===== src/verilog/flash_ctl_map.svh =====
// register offsets, field positions, reset values and address constants of the flash control block
`ifndef FLASH_CTL_MAP_SVH
`define FLASH_CTL_MAP_SVH

// ==========================================
// register word indices (byte address = 4 x index)
`define FC_IDX_CONTROL   3'h0
`define FC_IDX_PROTECT   3'h1
`define FC_IDX_STATUS    3'h2
`define FC_IDX_LATCHED   3'h3

// ==========================================
// control register fields
`define FC_BIT_PGM       0
`define FC_BIT_ERASE     1
`define FC_BIT_MASS      2
`define FC_BIT_HV        3
`define FC_CTRL_RESET    8'h00

// ==========================================
// status register fields and protect register reset value
`define FC_BIT_REFUSED   0
`define FC_BIT_LATCHED   1
`define FC_STATE_LSB     4
`define FC_PROTECT_RESET 8'h00

// ==========================================
// array geometry and protect register codes
`define FC_ARRAY_BASE    16'h0860
`define FC_ARRAY_END     16'hFBFF
`define FC_OPTION_ADDR   16'hFFCF
`define FC_VECTOR_PAGE   7'h7F
`define FC_PAGE_LOW      9'h1FF
`define FC_NO_PROTECT    8'hFF
`define FC_TOP_PROTECT   6'h3F

`endif


===== src/verilog/flash_ctl_pkg.sv =====
// types shared by the flash control block
`default_nettype none
package flash_ctl_pkg;
    // sequence states, one-hot
    typedef enum logic [3:0] {
        ST_IDLE  = 4'b0001,
        ST_ARMED = 4'b0010,
        ST_READY = 4'b0100,
        ST_HIGH  = 4'b1000
    } seq_state_e;
endpackage
`default_nettype wire


===== src/verilog/flash_addr_window.sv =====
// address window decode: array range, row match and page base
`include "flash_ctl_map.svh"
`default_nettype none
module flash_addr_window (
    input  wire logic [15:0] addr_i,
    input  wire logic [15:0] latched_i,
    output logic             in_array_o,
    output logic             same_row_o,
    output logic [15:0]      page_base_o
);
    // user array plus option byte and vectors are writable targets
    assign in_array_o  = ((addr_i >= `FC_ARRAY_BASE) && (addr_i <= `FC_ARRAY_END))
                         || (addr_i >= `FC_OPTION_ADDR);
    // rows are 64 bytes on 0x00/0x40/0x80/0xC0 boundaries
    assign same_row_o  = (addr_i[15:6] == latched_i[15:6]);
    // pages are 512 bytes on 512-byte boundaries
    assign page_base_o = {latched_i[15:9], 9'h000};
endmodule
`default_nettype wire


===== src/verilog/flash_op_control_top.sv =====
// flash program and erase sequencer with its wishbone register file
`include "flash_ctl_map.svh"
`default_nettype none

module flash_op_control_top (
    input  wire logic        clk_i,
    input  wire logic        rst_i,
    // wishbone slave
    input  wire logic        wb_cyc_i,
    input  wire logic        wb_stb_i,
    input  wire logic        wb_we_i,
    input  wire logic [7:0]  wb_adr_i,
    input  wire logic [3:0]  wb_sel_i,
    input  wire logic [31:0] wb_dat_i,
    output logic [31:0]      wb_dat_o,
    output logic             wb_ack_o,
    // processor writes into the flash space
    input  wire logic        arr_we_i,
    input  wire logic [15:0] arr_adr_i,
    input  wire logic [7:0]  arr_dat_i,
    // controls toward the flash array
    output logic             array_pgm_o,
    output logic             array_erase_o,
    output logic             array_mass_o,
    output logic             array_hv_o,
    output logic [15:0]      array_addr_o,
    output logic [7:0]       array_data_o,
    output logic             array_strobe_o
);

    // ==========================================
    // declarations
    flash_ctl_pkg::seq_state_e state;
    flash_ctl_pkg::seq_state_e next_state;

    logic        ctrl_pgm;
    logic        ctrl_erase;
    logic        ctrl_mass;
    logic        ctrl_hv;
    logic [7:0]  protect_start_register;
    logic        hv_refused;
    logic [15:0] latched_addr;

    logic        bus_req;
    logic        bus_wr;
    logic [2:0]  idx;
    logic [7:0]  wd;
    logic        wr_ctrl;
    logic        wr_protect;
    logic        wr_status;
    logic        mode_conflict;
    logic        hv_allowed;
    logic        hv_accept;
    logic        hv_reject;
    logic        addr_refused;
    logic        in_array;
    logic        same_row;
    logic [15:0] page_base;
    logic [31:0] next_rdata;
    logic        next_pgm;
    logic        next_erase;
    logic        next_mass;
    logic        bus_rd;
    logic        mapped;
    logic        erase_go;
    logic        pgm_byte;

    // ==========================================
    // bus decode
    assign bus_req    = wb_cyc_i && wb_stb_i && !wb_ack_o;
    assign bus_wr     = bus_req && wb_we_i && wb_sel_i[0];
    assign bus_rd     = bus_req && !wb_we_i;
    assign idx        = wb_adr_i[4:2];
    assign mapped     = (wb_adr_i[7:5] == 3'h0);
    assign wd         = wb_dat_i[7:0];
    assign wr_ctrl    = bus_wr && mapped && (idx == `FC_IDX_CONTROL);
    assign wr_protect = bus_wr && mapped && (idx == `FC_IDX_PROTECT);
    assign wr_status  = bus_wr && mapped && (idx == `FC_IDX_STATUS);

    // ==========================================
    // helpers
    // live address while armed, so the dummy write is judged before it latches
    flash_addr_window u_window (
        .addr_i      (arr_adr_i),
        .latched_i   (state == flash_ctl_pkg::ST_ARMED ? arr_adr_i : latched_addr),
        .in_array_o  (in_array),
        .same_row_o  (same_row),
        .page_base_o (page_base)
    );

    flash_protect_check u_protect (
        .addr_i    (latched_addr),
        .protect_i (protect_start_register),
        .erase_i   (ctrl_erase),
        .mass_i    (next_mass),
        .refused_o (addr_refused)
    );

    // ==========================================
    // control write qualification
    // setting both, or one while the other holds, changes neither
    assign mode_conflict = (wd[`FC_BIT_PGM] && wd[`FC_BIT_ERASE])
                           || (wd[`FC_BIT_PGM] && ctrl_erase)
                           || (wd[`FC_BIT_ERASE] && ctrl_pgm);

    // mode bits as they stand after this edge
    assign next_pgm   = (wr_ctrl && !mode_conflict) ? wd[`FC_BIT_PGM] : ctrl_pgm;
    assign next_erase = (wr_ctrl && !mode_conflict) ? wd[`FC_BIT_ERASE] : ctrl_erase;
    assign next_mass  = wr_ctrl ? wd[`FC_BIT_MASS] : ctrl_mass;

    // high voltage only with the armed mode bit kept and the target latched
    assign hv_allowed = (state == flash_ctl_pkg::ST_READY)
                        && ((ctrl_pgm && next_pgm) || (ctrl_erase && next_erase))
                        && !addr_refused;
    assign hv_accept  = wr_ctrl && wd[`FC_BIT_HV] && !ctrl_hv && hv_allowed;
    assign hv_reject  = wr_ctrl && wd[`FC_BIT_HV] && !ctrl_hv && !hv_allowed;

    // ==========================================
    // program and erase bits
    always_ff @(posedge clk_i) begin
        if (rst_i) begin
            ctrl_pgm   <= 1'(`FC_CTRL_RESET >> `FC_BIT_PGM);
            ctrl_erase <= 1'b0;
        end else if (wr_ctrl && !mode_conflict) begin
            ctrl_pgm   <= wd[`FC_BIT_PGM];
            ctrl_erase <= wd[`FC_BIT_ERASE];
        end
    end

    // mass-select bit, chooses erase scope
    always_ff @(posedge clk_i) begin
        if (rst_i) begin
            ctrl_mass <= 1'b0;
        end else if (wr_ctrl) begin
            ctrl_mass <= wd[`FC_BIT_MASS];
        end
    end

    // high-voltage enable, set only when allowed
    always_ff @(posedge clk_i) begin
        if (rst_i) begin
            ctrl_hv <= 1'b0;
        end else if (wr_ctrl) begin
            // a write with the bit clear always drops it
            if (!wd[`FC_BIT_HV]) begin
                ctrl_hv <= 1'b0;
            end else if (hv_accept) begin
                ctrl_hv <= 1'b1;
            end
        end
    end

    // protect start register
    always_ff @(posedge clk_i) begin
        if (rst_i) begin
            protect_start_register <= `FC_PROTECT_RESET;
        end else if (wr_protect) begin
            protect_start_register <= wd;
        end
    end

    // sticky refusal flag, write one clears, a new refusal wins
    always_ff @(posedge clk_i) begin
        if (rst_i) begin
            hv_refused <= 1'b0;
        end else if (hv_reject) begin
            hv_refused <= 1'b1;
        end else if (wr_status && wd[`FC_BIT_REFUSED]) begin
            hv_refused <= 1'b0;
        end
    end

    // ==========================================
    // sequence state
    always_comb begin
        next_state = state;
        case (state)
            // idle: no mode bit set
            flash_ctl_pkg::ST_IDLE: begin
                if (ctrl_pgm || ctrl_erase) begin
                    next_state = flash_ctl_pkg::ST_ARMED;
                end
            end
            // armed: waiting for the dummy array write
            flash_ctl_pkg::ST_ARMED: begin
                if (!ctrl_pgm && !ctrl_erase) begin
                    next_state = flash_ctl_pkg::ST_IDLE;
                end else if (arr_we_i && in_array) begin
                    next_state = flash_ctl_pkg::ST_READY;
                end
            end
            // ready: target latched, high voltage may start
            flash_ctl_pkg::ST_READY: begin
                if (!ctrl_pgm && !ctrl_erase) begin
                    next_state = flash_ctl_pkg::ST_IDLE;
                end else if (hv_accept) begin
                    next_state = flash_ctl_pkg::ST_HIGH;
                end
            end
            flash_ctl_pkg::ST_HIGH: begin
                // leave only once high voltage is dropped
                if (!ctrl_hv) begin
                    next_state = (ctrl_pgm || ctrl_erase) ? flash_ctl_pkg::ST_ARMED
                                                          : flash_ctl_pkg::ST_IDLE;
                end
            end
            default: begin
                next_state = flash_ctl_pkg::ST_IDLE;
            end
        endcase
    end

    always_ff @(posedge clk_i) begin
        if (rst_i) begin
            state <= flash_ctl_pkg::ST_IDLE;
        end else begin
            state <= next_state;
        end
    end

    // ==========================================
    // target address capture from the dummy write, data ignored
    always_ff @(posedge clk_i) begin
        if (rst_i) begin
            latched_addr <= 16'h0000;
        end else if ((state == flash_ctl_pkg::ST_ARMED) && arr_we_i && in_array
                     && (ctrl_pgm || ctrl_erase)) begin
            latched_addr <= arr_adr_i;
        end
    end

    // ==========================================
    // array start conditions
    // erase begins when high voltage is accepted in erase mode
    assign erase_go = hv_accept && ctrl_erase;
    // row bytes under high voltage; option byte and vectors never
    assign pgm_byte = (state == flash_ctl_pkg::ST_HIGH) && ctrl_pgm && ctrl_hv
                      && arr_we_i && in_array && same_row
                      && (arr_adr_i < `FC_OPTION_ADDR);

    // ==========================================
    // array side: address, data and strobe
    always_ff @(posedge clk_i) begin
        if (rst_i) begin
            array_addr_o   <= 16'h0000;
            array_data_o   <= 8'hFF;
            array_strobe_o <= 1'b0;
        end else begin
            array_strobe_o <= 1'b0;
            if (erase_go) begin
                // mass erase covers the array from its base, else one page
                array_addr_o   <= next_mass ? `FC_ARRAY_BASE : page_base;
                array_data_o   <= 8'hFF;
                array_strobe_o <= 1'b1;
            end else if (pgm_byte) begin
                // latch each byte of the row; zero bits get programmed
                array_addr_o   <= arr_adr_i;
                array_data_o   <= arr_dat_i;
                array_strobe_o <= 1'b1;
            end
        end
    end

    // mode lines follow the control register flops
    assign array_pgm_o   = ctrl_pgm;
    assign array_erase_o = ctrl_erase;
    assign array_mass_o  = ctrl_mass;
    assign array_hv_o    = ctrl_hv;

    // ==========================================
    // read mux
    always_comb begin
        next_rdata = 32'h0000_0000;
        if (mapped) begin
            case (idx)
                `FC_IDX_CONTROL: begin
                    next_rdata[`FC_BIT_PGM]   = ctrl_pgm;
                    next_rdata[`FC_BIT_ERASE] = ctrl_erase;
                    next_rdata[`FC_BIT_MASS]  = ctrl_mass;
                    next_rdata[`FC_BIT_HV]    = ctrl_hv;
                end
                `FC_IDX_PROTECT: begin
                    next_rdata[7:0] = protect_start_register;
                end
                `FC_IDX_STATUS: begin
                    next_rdata[`FC_BIT_REFUSED] = hv_refused;
                    next_rdata[`FC_BIT_LATCHED] = (state == flash_ctl_pkg::ST_READY)
                                                  || (state == flash_ctl_pkg::ST_HIGH);
                    next_rdata[`FC_STATE_LSB +: 4] = state;
                end
                `FC_IDX_LATCHED: begin
                    next_rdata[15:0] = latched_addr;
                end
                default: begin
                    next_rdata = 32'h0000_0000;
                end
            endcase
        end
    end

    // ==========================================
    // wishbone answer, one cycle after the request; unmapped reads zero
    always_ff @(posedge clk_i) begin
        if (rst_i) begin
            wb_ack_o <= 1'b0;
            wb_dat_o <= 32'h0000_0000;
        end else begin
            wb_ack_o <= bus_req;
            // reads capture the mux, writes keep the last read data
            if (bus_rd) begin
                wb_dat_o <= next_rdata;
            end
        end
    end

endmodule
`default_nettype wire


===== src/verilog/flash_protect_check.sv =====
// decides whether high voltage is refused for the latched target
`include "flash_ctl_map.svh"
`default_nettype none
module flash_protect_check (
    input  wire logic [15:0] addr_i,
    input  wire logic [7:0]  protect_i,
    input  wire logic        erase_i,
    input  wire logic        mass_i,
    output logic             refused_o
);
    logic        block_on;
    logic [15:0] start;
    logic [15:0] page_end;

    // start address from protect bits 7..1, low nine bits zero; the option byte address when bits 7..2 are all set
    assign block_on = (protect_i != `FC_NO_PROTECT);
    assign start    = (protect_i[7:2] == `FC_TOP_PROTECT) ? `FC_OPTION_ADDR
                                                         : {protect_i[7:1], 9'h000};
    assign page_end = {addr_i[15:9], `FC_PAGE_LOW};

    // protected range runs from start to the top of memory
    always_comb begin
        if (erase_i && mass_i) begin
            refused_o = block_on;
        end else if (erase_i) begin
            // vector page never erased by a page erase
            refused_o = (addr_i[15:9] == `FC_VECTOR_PAGE) || (block_on && (page_end >= start));
        end else begin
            // option byte and vectors always protected
            refused_o = (addr_i >= `FC_OPTION_ADDR) || (block_on && (addr_i >= start));
        end
    end
endmodule
`default_nettype wire

===== config.mk =====
export PLATFORM = sky130hd
export DESIGN_NAME = flash_op_control_top
export DESIGN_NICKNAME = d
export VERILOG_FILES = /design/src/verilog/flash_ctl_pkg.sv /design/src/verilog/flash_addr_window.sv /design/src/verilog/flash_op_control_top.sv /design/src/verilog/flash_protect_check.sv
export VERILOG_INCLUDE_DIRS = /design/src /design/src/verilog
export SDC_FILE = /design/constraint.sdc
export NUM_CORES = 1
export LEC_CHECK = 0
export BUFFER_PORTS_ARGS = -buffer_cell sky130_fd_sc_hd__buf_2
export CORE_UTILIZATION = 40
export CTS_CLUSTER_DIAMETER = 120
export CTS_CLUSTER_SIZE = 8
export DETAILED_ROUTE_END_ITERATION = 8
export PLACE_DENSITY = 0.66
export SLEW_MARGIN = 10
export SYNTH_ARGS = -nofsm -noshare
export SYNTH_HDL_FRONTEND = slang
export SYNTH_SLANG_ARGS = --single-unit

===== constraint.sdc =====
create_clock -name clk_i -period 3 [get_ports clk_i]
set_input_delay 0.3 -clock clk_i [delete_from_list [all_inputs] [get_ports clk_i]]
set_output_delay 0.3 -clock clk_i [all_outputs]
set_load 0.02 [all_outputs]

# Word-level counts from Yosys, hierarchy flattened
# Index checks and enable logic that the tools add are counted.
[totals]
regBits = 91
inputBits = 74
output_inout_bits = 62
[classes]
order_cmp = 7
mux = 29
n_reduce_logical = 61
n_eq_ne = 16
[ops]
columns = ["op", "count"]
rows = [
  ["$mux 16", 6],
  ["$logic_and 1x1->1", 38],
  ["$ge 16x16->1", 2],
  ["$ge 16x16->1 const B", 2],
  ["$mux 4", 6],
  ["$ge 16x12->1 const B", 1],
  ["$le 16x16->1 const B", 1],
  ["$lt 16x16->1 const B", 1],
  ["$pmux 4 s4", 1],
  ["$pmux 4 s3", 1],
  ["$mux 1", 11],
  ["$eq 10x10->1", 1],
  ["$logic_not 1->1", 8],
  ["$logic_or 1x1->1", 8],
  ["$mux 8", 1],
  ["$ne 8x8->1 const B", 1],
  ["$pmux 2 s4", 1],
  ["$eq 7x7->1 const B", 1],
  ["$eq 3x2->1 const B", 2],
  ["$eq 6x6->1 const B", 1],
  ["$logic_not 3->1", 2],
  ["$pmux 2 s3", 1],
  ["$eq 4x1->1 const B", 1],
  ["$eq 4x2->1 const B", 1],
  ["12 further kinds", 14],
]

# Longest topological paths before layout
# Gate-level depths: netlist (run 1).
[logic_depth]
word_depth = 16
ltp_mapped = 13
mapped_depth_nobuf = 12

# Hierarchy
# A second synthesis (run 1) with hierarchy kept.
[unflattened]
hier_cells = 493
hier_area_um2 = 4307.9
[by_module_without_submodules]
columns = ["module", "cells_per_inst", "n_inst", "area_each_um2", "seq_area_each_um2"]
rows = [
  ["flash_op_control_top", 386, 1, 3523.4, 1501.4],
  ["flash_protect_check", 64, 1, 483.0, 0.0],
  ["flash_addr_window", 43, 1, 301.5, 0.0],
]

# Worst setup path after synthesis (run 1)
# No wires, ideal clock.
[synth_timing]
kind = "in2reg"
startpoint = "in wb_adr_i[6]"
endpoint = "reg array_addr_o[14]"
cell_stages = 9
setup_slack_ns = 0.290
setup_time_ns = 0.122
t_arrival_ns = 2.588
path_cell_list = "or4_1 buf_2 nor4_4 mux2i_1 a32o_1 nor4bb_1 clkbuf_1 nor3b_1 a221o_1"
[synth_between]
elab_chain_len = 12
[synth_lines]
columns = ["element", "line", "rtl"]
rows = [
  ["start: declaration", "flash_op_control_top.sv:12", "input wire logic [7:0] wb_adr_i,"],
  ["$logic_not 3->1 (*)", "flash_op_control_top.sv:74", "assign mapped = (wb_adr_i[7:5] == 3'h0);"],
  ["$logic_and 1x1->1 (*) (2 in series)", "flash_op_control_top.sv:76", "assign wr_ctrl = bus_wr && mapped && (idx == `FC_IDX_CONTROL);"],
  ["$logic_and 1x1->1", "flash_op_control_top.sv:107, flash_op_control_top.sv:108", ""],
  ["$mux 1, on equally long branches", "--", ""],
  ["$logic_and 1x1->1", "flash_op_control_top.sv:113", "&& ((ctrl_pgm && next_pgm) || (ctrl_erase && next_erase))"],
  ["$logic_or 1x1->1", "flash_op_control_top.sv:113", ""],
  ["$logic_and 1x1->1", "flash_op_control_top.sv:113", ""],
  ["$logic_and 1x1->1", "flash_op_control_top.sv:114", "&& !addr_refused;"],
  ["$logic_and 1x1->1", "flash_op_control_top.sv:115", "assign hv_accept = wr_ctrl && wd[`FC_BIT_HV] && !ctrl_hv && hv_allowed;"],
  ["$logic_and 1x1->1", "flash_op_control_top.sv:235", "assign erase_go = hv_accept && ctrl_erase;"],
  ["$mux 16 or $reduce_bool 2->1 (tied branches)", "--", ""],
  ["end signal: assignment", "flash_op_control_top.sv:252", "array_addr_o <= next_mass ? `FC_ARRAY_BASE : page_base;"],
  ["end signal: assignment", "flash_op_control_top.sv:257", "array_addr_o <= arr_adr_i;"],
  ["end: declaration", "flash_op_control_top.sv:26", "output logic [15:0] array_addr_o,"],
]
# Mark *: on every way between the ends. The rest lies on a longest branch, timed or not.
# A chain may end at the register's enable or synchronous reset.

# Worst setup path after layout (run 1)
[layout_timing]
startpoint = "reg protect_start_register[6]"
endpoint = "reg array_addr_o[13]"
[layout_between]
elab_chain_len = 12
[layout_lines]
columns = ["element", "line", "rtl"]
rows = [
  ["start: declaration", "flash_op_control_top.sv:40", "logic [7:0] protect_start_register;"],
  ["start signal: assignment", "flash_op_control_top.sv:156", "protect_start_register <= `FC_PROTECT_RESET;"],
  ["start signal: assignment", "flash_op_control_top.sv:158", "protect_start_register <= wd;"],
  ["$eq 6x6->1 (no line)", "--", ""],
  ["$mux 16", "flash_protect_check.sv:17", "assign start = (protect_i[7:2] == `FC_TOP_PROTECT) ? `FC_OPTION_ADDR"],
  ["$ge 16x16->1, on equally long branches", "flash_protect_check.sv:30, flash_protect_check.sv:27", ""],
  ["$logic_and 1x1->1, on equally long branches", "flash_protect_check.sv:30, flash_protect_check.sv:27", ""],
  ["$logic_or 1x1->1, on equally long branches", "flash_protect_check.sv:30, flash_protect_check.sv:27", ""],
  ["$mux 1", "flash_protect_check.sv:25", "end else if (erase_i) begin"],
  ["$mux 1 (*)", "flash_protect_check.sv:23", "if (erase_i && mass_i) begin"],
  ["$logic_not 1->1 (*)", "flash_op_control_top.sv:114", ""],
  ["$logic_and 1x1->1 (*)", "flash_op_control_top.sv:114", ""],
  ["$logic_and 1x1->1 (*)", "flash_op_control_top.sv:115", ""],
  ["$logic_and 1x1->1 (*)", "flash_op_control_top.sv:235", ""],
  ["$mux 16 or $reduce_bool 2->1 (tied branches)", "--", ""],
]
# Marks and branches as above.

==> impl_results.md, run 1 <==
* DRC violations left at 0
* CTS Buffer Depth at 2
* Seq/Total Area, Yosys at 0.377
* CTS HTree Levels at 3
* Clock slew at reported path FFs at 80 ps
* Startpoint Class: flop
* Final Cell Area at ~4800 µm²
* Clock tree root buffer cell: clkbuf_8
* Drt pass-1 iters at 5
* Worst min path class: input pin to flop
* Grt total ovfl at 0
* Initial core utilization at 0.410
* Initial antenna violation count at 0
* CP Capture Type: flop
* Post-synth cell types at 56
* Synth Area in Simple Gates at 0.220
* Dpl cell area at about 4500 µm²
* Routed len/inst at 15.0 µm
* FF/Latch Area at 1500 µm²
* P_leak at 2.06 nW
* Post-CTS Hold Fix Bufs at 0
* # port buffers at 90
* Ys flop type: dfxtp_1
* Final Hold Vio Count at 0
* Core ar. at 9730 µm²
* Critical Path RT at 3240 ps
* Die area at roughly 10000 µm²
* Unrepaired setup endpoints after global routing: false
* Vias per cell at 5.26
* # resized after CTS at 0
* Number of fill cells at 983
* Setup repair bufs after CTS at 0
* Setup CP Type: flop to flop
* I/O pin cnt at 136
* Total CTS buffers at 9
* N_diodes at 0
* DRT iter0 DRCs at 210
* DP Wirelength at 7800 µm
* Routability cong. at 0.899
* Crit Path Max Fanout at 6
* CTS tree: yes
* Tot GR Track Use at 0.203
* Avg Cell Area, Syn at between 8 and 9 µm²
* WHS at 164 ps
* Die Wd at between 100 and 150 µm
* Syn Inst Count at 459
* Count of final setup violators at 0
* Synth Area in Adders at 0.0471
* Row cnt at 36
* Via count at between 3k and 4k
* Worst slew pin tran at 664 ps
* Tmin final at 2840 ps
* Syn-to-layout area delta at 19.2%
* Largest net degree at the start of global routing at 35
* Outcome: completed
* Fin. max-slew vios at 0
* Most frequent cells in the layout: buf_2, dfxtp_1, nor2_1
* Mapped cell area at roughly 4000 µm²
* NumNets Final at ~640
* Mux share of post-synthesis cell area at 0.113
* DIE HEIGHT at between 100 and 150 µm
* Routed Antenna Nets at 0
* Syn. warnings at 0
* Compound-gate portion of the synthesized area at 0.149
* Critical path arrival at a little over 3000 ps
* Number of global-route vias before repair at 3233
* Num Clock Sinks at 75
* Number of synthesized flops with an enable pin at 0
* WL final at 10300 µm
* Final period util at 0.948
* Slew headroom at 0.557
* Setup TNS at 0 ps
* Xor-xnor portion of the synthesized cell area at 0.0242
* Multi-input logic area at about 2300 µm²
* Fmax at 352 MHz
* Worst VDD drop at 0.000197 V
* Clock Latency Late Sink at 360 ps
* Synth Register Bits at 75
* Largest family of logic cells by synthesized area: simple AND/OR/NAND/NOR gates
* First-pass GRT wire length at 16100 µm
* Clk_skew at 10.5 ps
* PwrDens at 392 nW/µm²
* Final cell count without fillers at around 680
* Share of post-route cells with drive strength above 1 at 0.247
* Commonest non-fill, non-tap cell in the layout: buf_2
* Max Cap Viol at 0
* Placed cells at roughly 670
* Total power at 1.86 mW
* Async set-reset flop share out of synthesis at 0
==> area by class of cell <==
class	instances	area share
clock buffer	9	0.0261
clock inverter	6	0.0121
inverter	14	0.0111
multi-input combinational	344	0.486
sequential	75	0.316
tap	133	0.0350
timing repair buffer	102	0.114
==> stage by stage <==
step	utilization	setup WS, ps
finish	0.489	156
global route	0.489	16.2
CTS	0.485	44.4
detailed placement	0.466	54.9
global placement	0.466	112
floorplan	-	290
==> flip-flops by register name, summed over array words and instances (netlist names) <==
name                    cells
hv_refused                  1
wb_dat_o                   16
latched_addr               16
array_data_o                8
array_addr_o               16
wb_ack_o                    1
protect_start_register      8
array_mass_o                1
state                       4
array_hv_o                  1
array_erase_o               1
array_strobe_o              1
array_pgm_o                 1
==> power breakdown <==
| group | switching, mW | leakage [nW] | internal, mW | total (mW) |
|---|---|---|---|---|
| logic | 0.0831 | 1.36 | 0.0395 | 0.123 |
| clock network | 0.371 | 0.0946 | 0.373 | 0.745 |
| registers | 0.000332 | 0.604 | 0.995 | 0.996 |
| total | 0.455 | 2.06 | 1.41 | 1.86 |
==> path summary, 6_finish.rpt <==
| kind | start | end | slack [ps] | cells after the start |
|---|---|---|---|---|
| setup reg to reg | protect_start_register[6]$_SDFFE_PP0P_ | array_addr_o[13]$_SDFFE_PP0P_ | 160 | 11 |
| setup / recovery | protect_start_register[6]$_SDFFE_PP0P_ | array_addr_o[13]$_SDFFE_PP0P_ | 160 | 11 |
| hold reg to reg | array_data_o[3]$_SDFFE_PP1P_ | array_data_o[3]$_SDFFE_PP1P_ | 470 | 2 |
| hold / removal | arr_dat_i[3] | array_data_o[3]$_SDFFE_PP1P_ | 160 | 3 |
==> cell families after synthesis <==
| logic type | count (synthesis) |
|---|---|
| simple gates | 175 |
| compound gates | 85 |
| flops | 75 |
| buf+inv | 55 |
| mux | 42 |
| fa+ha+maj | 15 |
| xor+xnor | 11 |
| other cells | 1 |
==> synth_stat cells (4+ instances only) <==
cell,number,area share
a21oi_1,18,0.023
a221o_1,5,0.013
a22o_1,6,0.013
a22oi_1,16,0.030
and4_1,4,0.0088
buf_1,4,0.0038
buf_4,16,0.030
clkbuf_1,18,0.017
dfxtp_1,75,0.38
ha_1,15,0.047
inv_1,14,0.013
mux2i_1,37,0.093
nand2_1,32,0.030
nand2b_1,5,0.0078
nand3_1,8,0.010
nand4_1,10,0.016
nor2_1,71,0.067
nor3_1,8,0.010
nor3b_1,7,0.013
nor4_1,4,0.0063
o21a_1,4,0.0075
o21ai_0,17,0.021
or2_2,4,0.0063
xnor2_1,10,0.022
==> worst max-delay path: stages, from the launching register on <==
cell	delay [ps]
dfxtp_1	310
and4_1	210
and3_1	210
or2_2	290
ha_1	310
nand2_1	70
o21ai_0	180
nand3_1	90
a32o_1	280
and3b_2	280
and4_4	210
a221o_1	280
==> routing by layer <==
layer  global-route usage  up-vias  wire, µm
met4               0.0780        0       150
met5                    0        -         0
met1                0.257     1680      4590
met2                0.338      124      4960
met3               0.0424       13       547
li1                     -     1776         -
No activity file was read; power rests on OpenSTA's default activity.
==> inputs of run 2 (changes only) <==
--- a/config.mk
+++ b/config.mk
@@ -6,12 +6,11 @@
 export SDC_FILE = /design/constraint.sdc
 export NUM_CORES = 1
 export LEC_CHECK = 0
-export BUFFER_PORTS_ARGS = -buffer_cell sky130_fd_sc_hd__buf_2
 export CORE_UTILIZATION = 40
 export CTS_CLUSTER_DIAMETER = 120
 export CTS_CLUSTER_SIZE = 8
 export DETAILED_ROUTE_END_ITERATION = 8
-export PLACE_DENSITY = 0.66
+export DONT_BUFFER_PORTS = 1
 export SLEW_MARGIN = 10
 export SYNTH_ARGS = -nofsm -noshare
 export SYNTH_HDL_FRONTEND = slang
==> impl_results.md, run 2 (synthesis gave the netlist of run 1 again) <==
* Outcome: completed (unchanged)
* CTS HTree Levels at 3 (unchanged)
* Initial core utilization at 0.410 (unchanged)
* Num Clock Sinks at 75 (unchanged)
* Syn-to-layout area delta at 8.97% (was 19.2%)
* PwrDens at 435 nW/µm² (was 392 nW/µm²)
* Final Cell Area at 4350 µm² (was 4750 µm²)
* Hold EP: array_data_o[7]$_SDFFE_PP1P_ (was array_data_o[3]$_SDFFE_PP1P_)
* Clock slew at reported path FFs at 90 ps (was 80 ps)
* Hold Startpoint: rst_i (was arr_dat_i[3])
* Tmin final at 2850 ps (was 2840 ps)
* I/O pin cnt at 136 (unchanged)
* Dpl cell area at 4080 µm² (was 4530 µm²)
* Routed len/inst at 17.8 µm (was 15.0 µm)
* CTS Buffer Depth at 2 (unchanged)
* DP Wirelength at 7770 µm (was 7800 µm)
* CP top delay family: simple AND/OR/NAND/NOR gates (unchanged)
* R2R cell count at 11 (unchanged)
* Grt total ovfl at 0 (unchanged)
* Most frequent cells in the layout: dfxtp_1, nor2_1, mux2i_1 (was buf_2, dfxtp_1, nor2_1)
* Setup repair bufs after CTS at 0 (unchanged)
* Number of global-route vias before repair at 3224 (was 3233)
* CTS tree: yes (unchanged)
* Total power at 1.89 mW (was 1.86 mW)
* Setup slack, reg-to-reg at 150 ps (was 160 ps)
* Total CTS buffers at 9 (unchanged)
* Slew headroom at 0.651 (was 0.557)
* Die Wd at 102 µm (unchanged)
* P_leak at 1.67 nW (was 2.06 nW)
* Final period util at 0.949 (was 0.948)
* Tot GR Track Use at 0.213 (was 0.203)
* Startpoint Class: flop (unchanged)
* Critical path's slowest cell: dfxtp_1 (unchanged)
* CP max stage delay at 310 ps (about the same)
* First-pass GRT wire length at 16600 µm (was 16100 µm)
* Worst VDD drop at 0.000201 V (was 0.000197 V)
* Biggest regs: array_addr_o (16), latched_addr (16), wb_dat_o (16) (unchanged)
* Largest net degree at the start of global routing at 49 (was 35)
* Worst min path class: input pin to flop (unchanged)
* Count of final setup violators at 0 (unchanged)
* Drt pass-1 iters at 4 (was 5)
* Unrepaired setup endpoints after global routing: false (unchanged)
* Vias per cell at 5.67 (was 5.26)
* Routed Antenna Nets at 0 (unchanged)
* DRT iter0 DRCs at 183 (was 210)
* Reg2reg start: protect_start_register[6]$_SDFFE_PP0P_ (unchanged)
* CP Capture Type: flop (unchanged)
* DRC violations left at 0 (unchanged)
* Fin. max-slew vios at 0 (unchanged)
* DIE HEIGHT at 102 µm (unchanged)
* Worst slew pin tran at 521 ps (was 664 ps)
* Die area at 10400 µm² (unchanged)
* WHS at 46.3 ps (was 164 ps)
* NumNets Final at 545 (was 635)
* Row cnt at 36 (unchanged)
* Initial antenna violation count at 0 (unchanged)
* Final Hold Vio Count at 0 (unchanged)
* Commonest non-fill, non-tap cell in the layout: dfxtp_1 (was buf_2)
* Clock Latency Late Sink at 370 ps (was 360 ps)
* N_diodes at 0 (unchanged)
* Bufs and invs on worst path at 0 (unchanged)
* Clk_skew at 15.6 ps (was 10.5 ps)
* Critical Path RT at 3270 ps (was 3240 ps)
* Critical-path cell list: and4_1, and3_4, or2_2, ha_1, nand2_1, o21ai_0, nand3_1, a32o_1, and3b_2, and4_4, a221o_1 (was and4_1, and3_1, or2_2, ha_1, nand2_1, o21ai_0, nand3_1, a32o_1, and3b_2, and4_4, a221o_1)
* Hold depth at 2 (was 3)
* Setup TNS at 0 ps (unchanged)
* Critical path arrival at 3110 ps (was 3090 ps)
* Crit Path Max Fanout at 6 (unchanged)
* Fmax at 351 MHz (was 352 MHz)
* Clock tree root buffer cell: clkbuf_8 (unchanged)
* Max Cap Viol at 0 (unchanged)
* WL final at 10600 µm (was 10300 µm)
* Core ar. at 9730 µm² (unchanged)
* Routability cong. at 0.869 (was 0.899)
* Share of post-route cells with drive strength above 1 at 0.106 (was 0.247)
* Via count at 3369 (was 3593)
* # port buffers at 0 (was 90)
* Reg2reg end: array_addr_o[15]$_SDFFE_PP0P_ (was array_addr_o[13]$_SDFFE_PP0P_)
* Setup CP Type: flop to flop (unchanged)
run 2: changes by cell type in the layout (fill, tap and decap cells not counted), sizes merged:
cell / before / now
buf: 102 / 12
clkbuf: 9 / 11
clkinv: 4 / 2
inv: 14 / 15
run 2: report_power, final:
part           leakage [nW]  switching, mW  internal [mW]
clock                 0.106          0.390          0.432
sequential            0.604        0.00114          0.995
combinational         0.956         0.0505         0.0221
run 2: final cells by class:
cell class	count	area, µm²
inverters	14	52.6
clock buffers	11	151
flip-flops and latches	75	1500
well taps	133	166
multi-input cells	344	2310
clock inverters	5	60.1
fillers	992	5380
repair buffers	12	103
run 2: metrics by stage:
stage,instances,util,setup slack [ps]
after floorplan,474,-,290
after global placement,577,0.419,89.9
after global routing,594,0.447,7.53
final,594,0.447,153
after detailed placement,577,0.419,44.2
after CTS,594,0.443,53.4
run 2: routing by layer:
layer | track usage | vias to the layer above | share of wire
li1 | - | 1604 | -
met1 | 0.261 | 1626 | 0.42
met2 | 0.347 | 114 | 0.48
met3 | 0.0616 | 25 | 0.072
met4 | 0.0989 | 0 | 0.025
met5 | 0 | - | 0
run 2: timing repair:
item                                    CTS  global route
gates resized for setup                   0             9
hold buffers                              1             0
hold endpoints to repair                 48             0
endpoints found under the setup margin    0            29
run 2: worst reg2reg max path, stage by stage (launching register included):
cell,delay (ps)
dfxtp_1,310
and4_1,210
and3_4,190
or2_2,290
ha_1,310
nand2_1,70
o21ai_0,180
nand3_1,100
a32o_1,290
and3b_2,290
and4_4,220
a221o_1,290
run 2: how the worst max path moves through the flow:
stage	endpoint	cells past startpoint	slack (ps)	start
3_3_place_gp	array_addr_o[15]$_SDFFE_PP0P_	12	90	protect_start_register[6]$_SDFFE_PP0P_
4_1_cts	array_addr_o[15]$_SDFFE_PP0P_	12	50	protect_start_register[6]$_SDFFE_PP0P_
3_5_place_dp	array_addr_o[15]$_SDFFE_PP0P_	12	40	protect_start_register[6]$_SDFFE_PP0P_
5_1_grt	array_addr_o[15]$_SDFFE_PP0P_	11	8	protect_start_register[6]$_SDFFE_PP0P_
6_report	array_addr_o[15]$_SDFFE_PP0P_	11	150	protect_start_register[6]$_SDFFE_PP0P_
2_1_floorplan	array_addr_o[14]$_SDFFE_PP0P_	9	290	wb_adr_i[6]
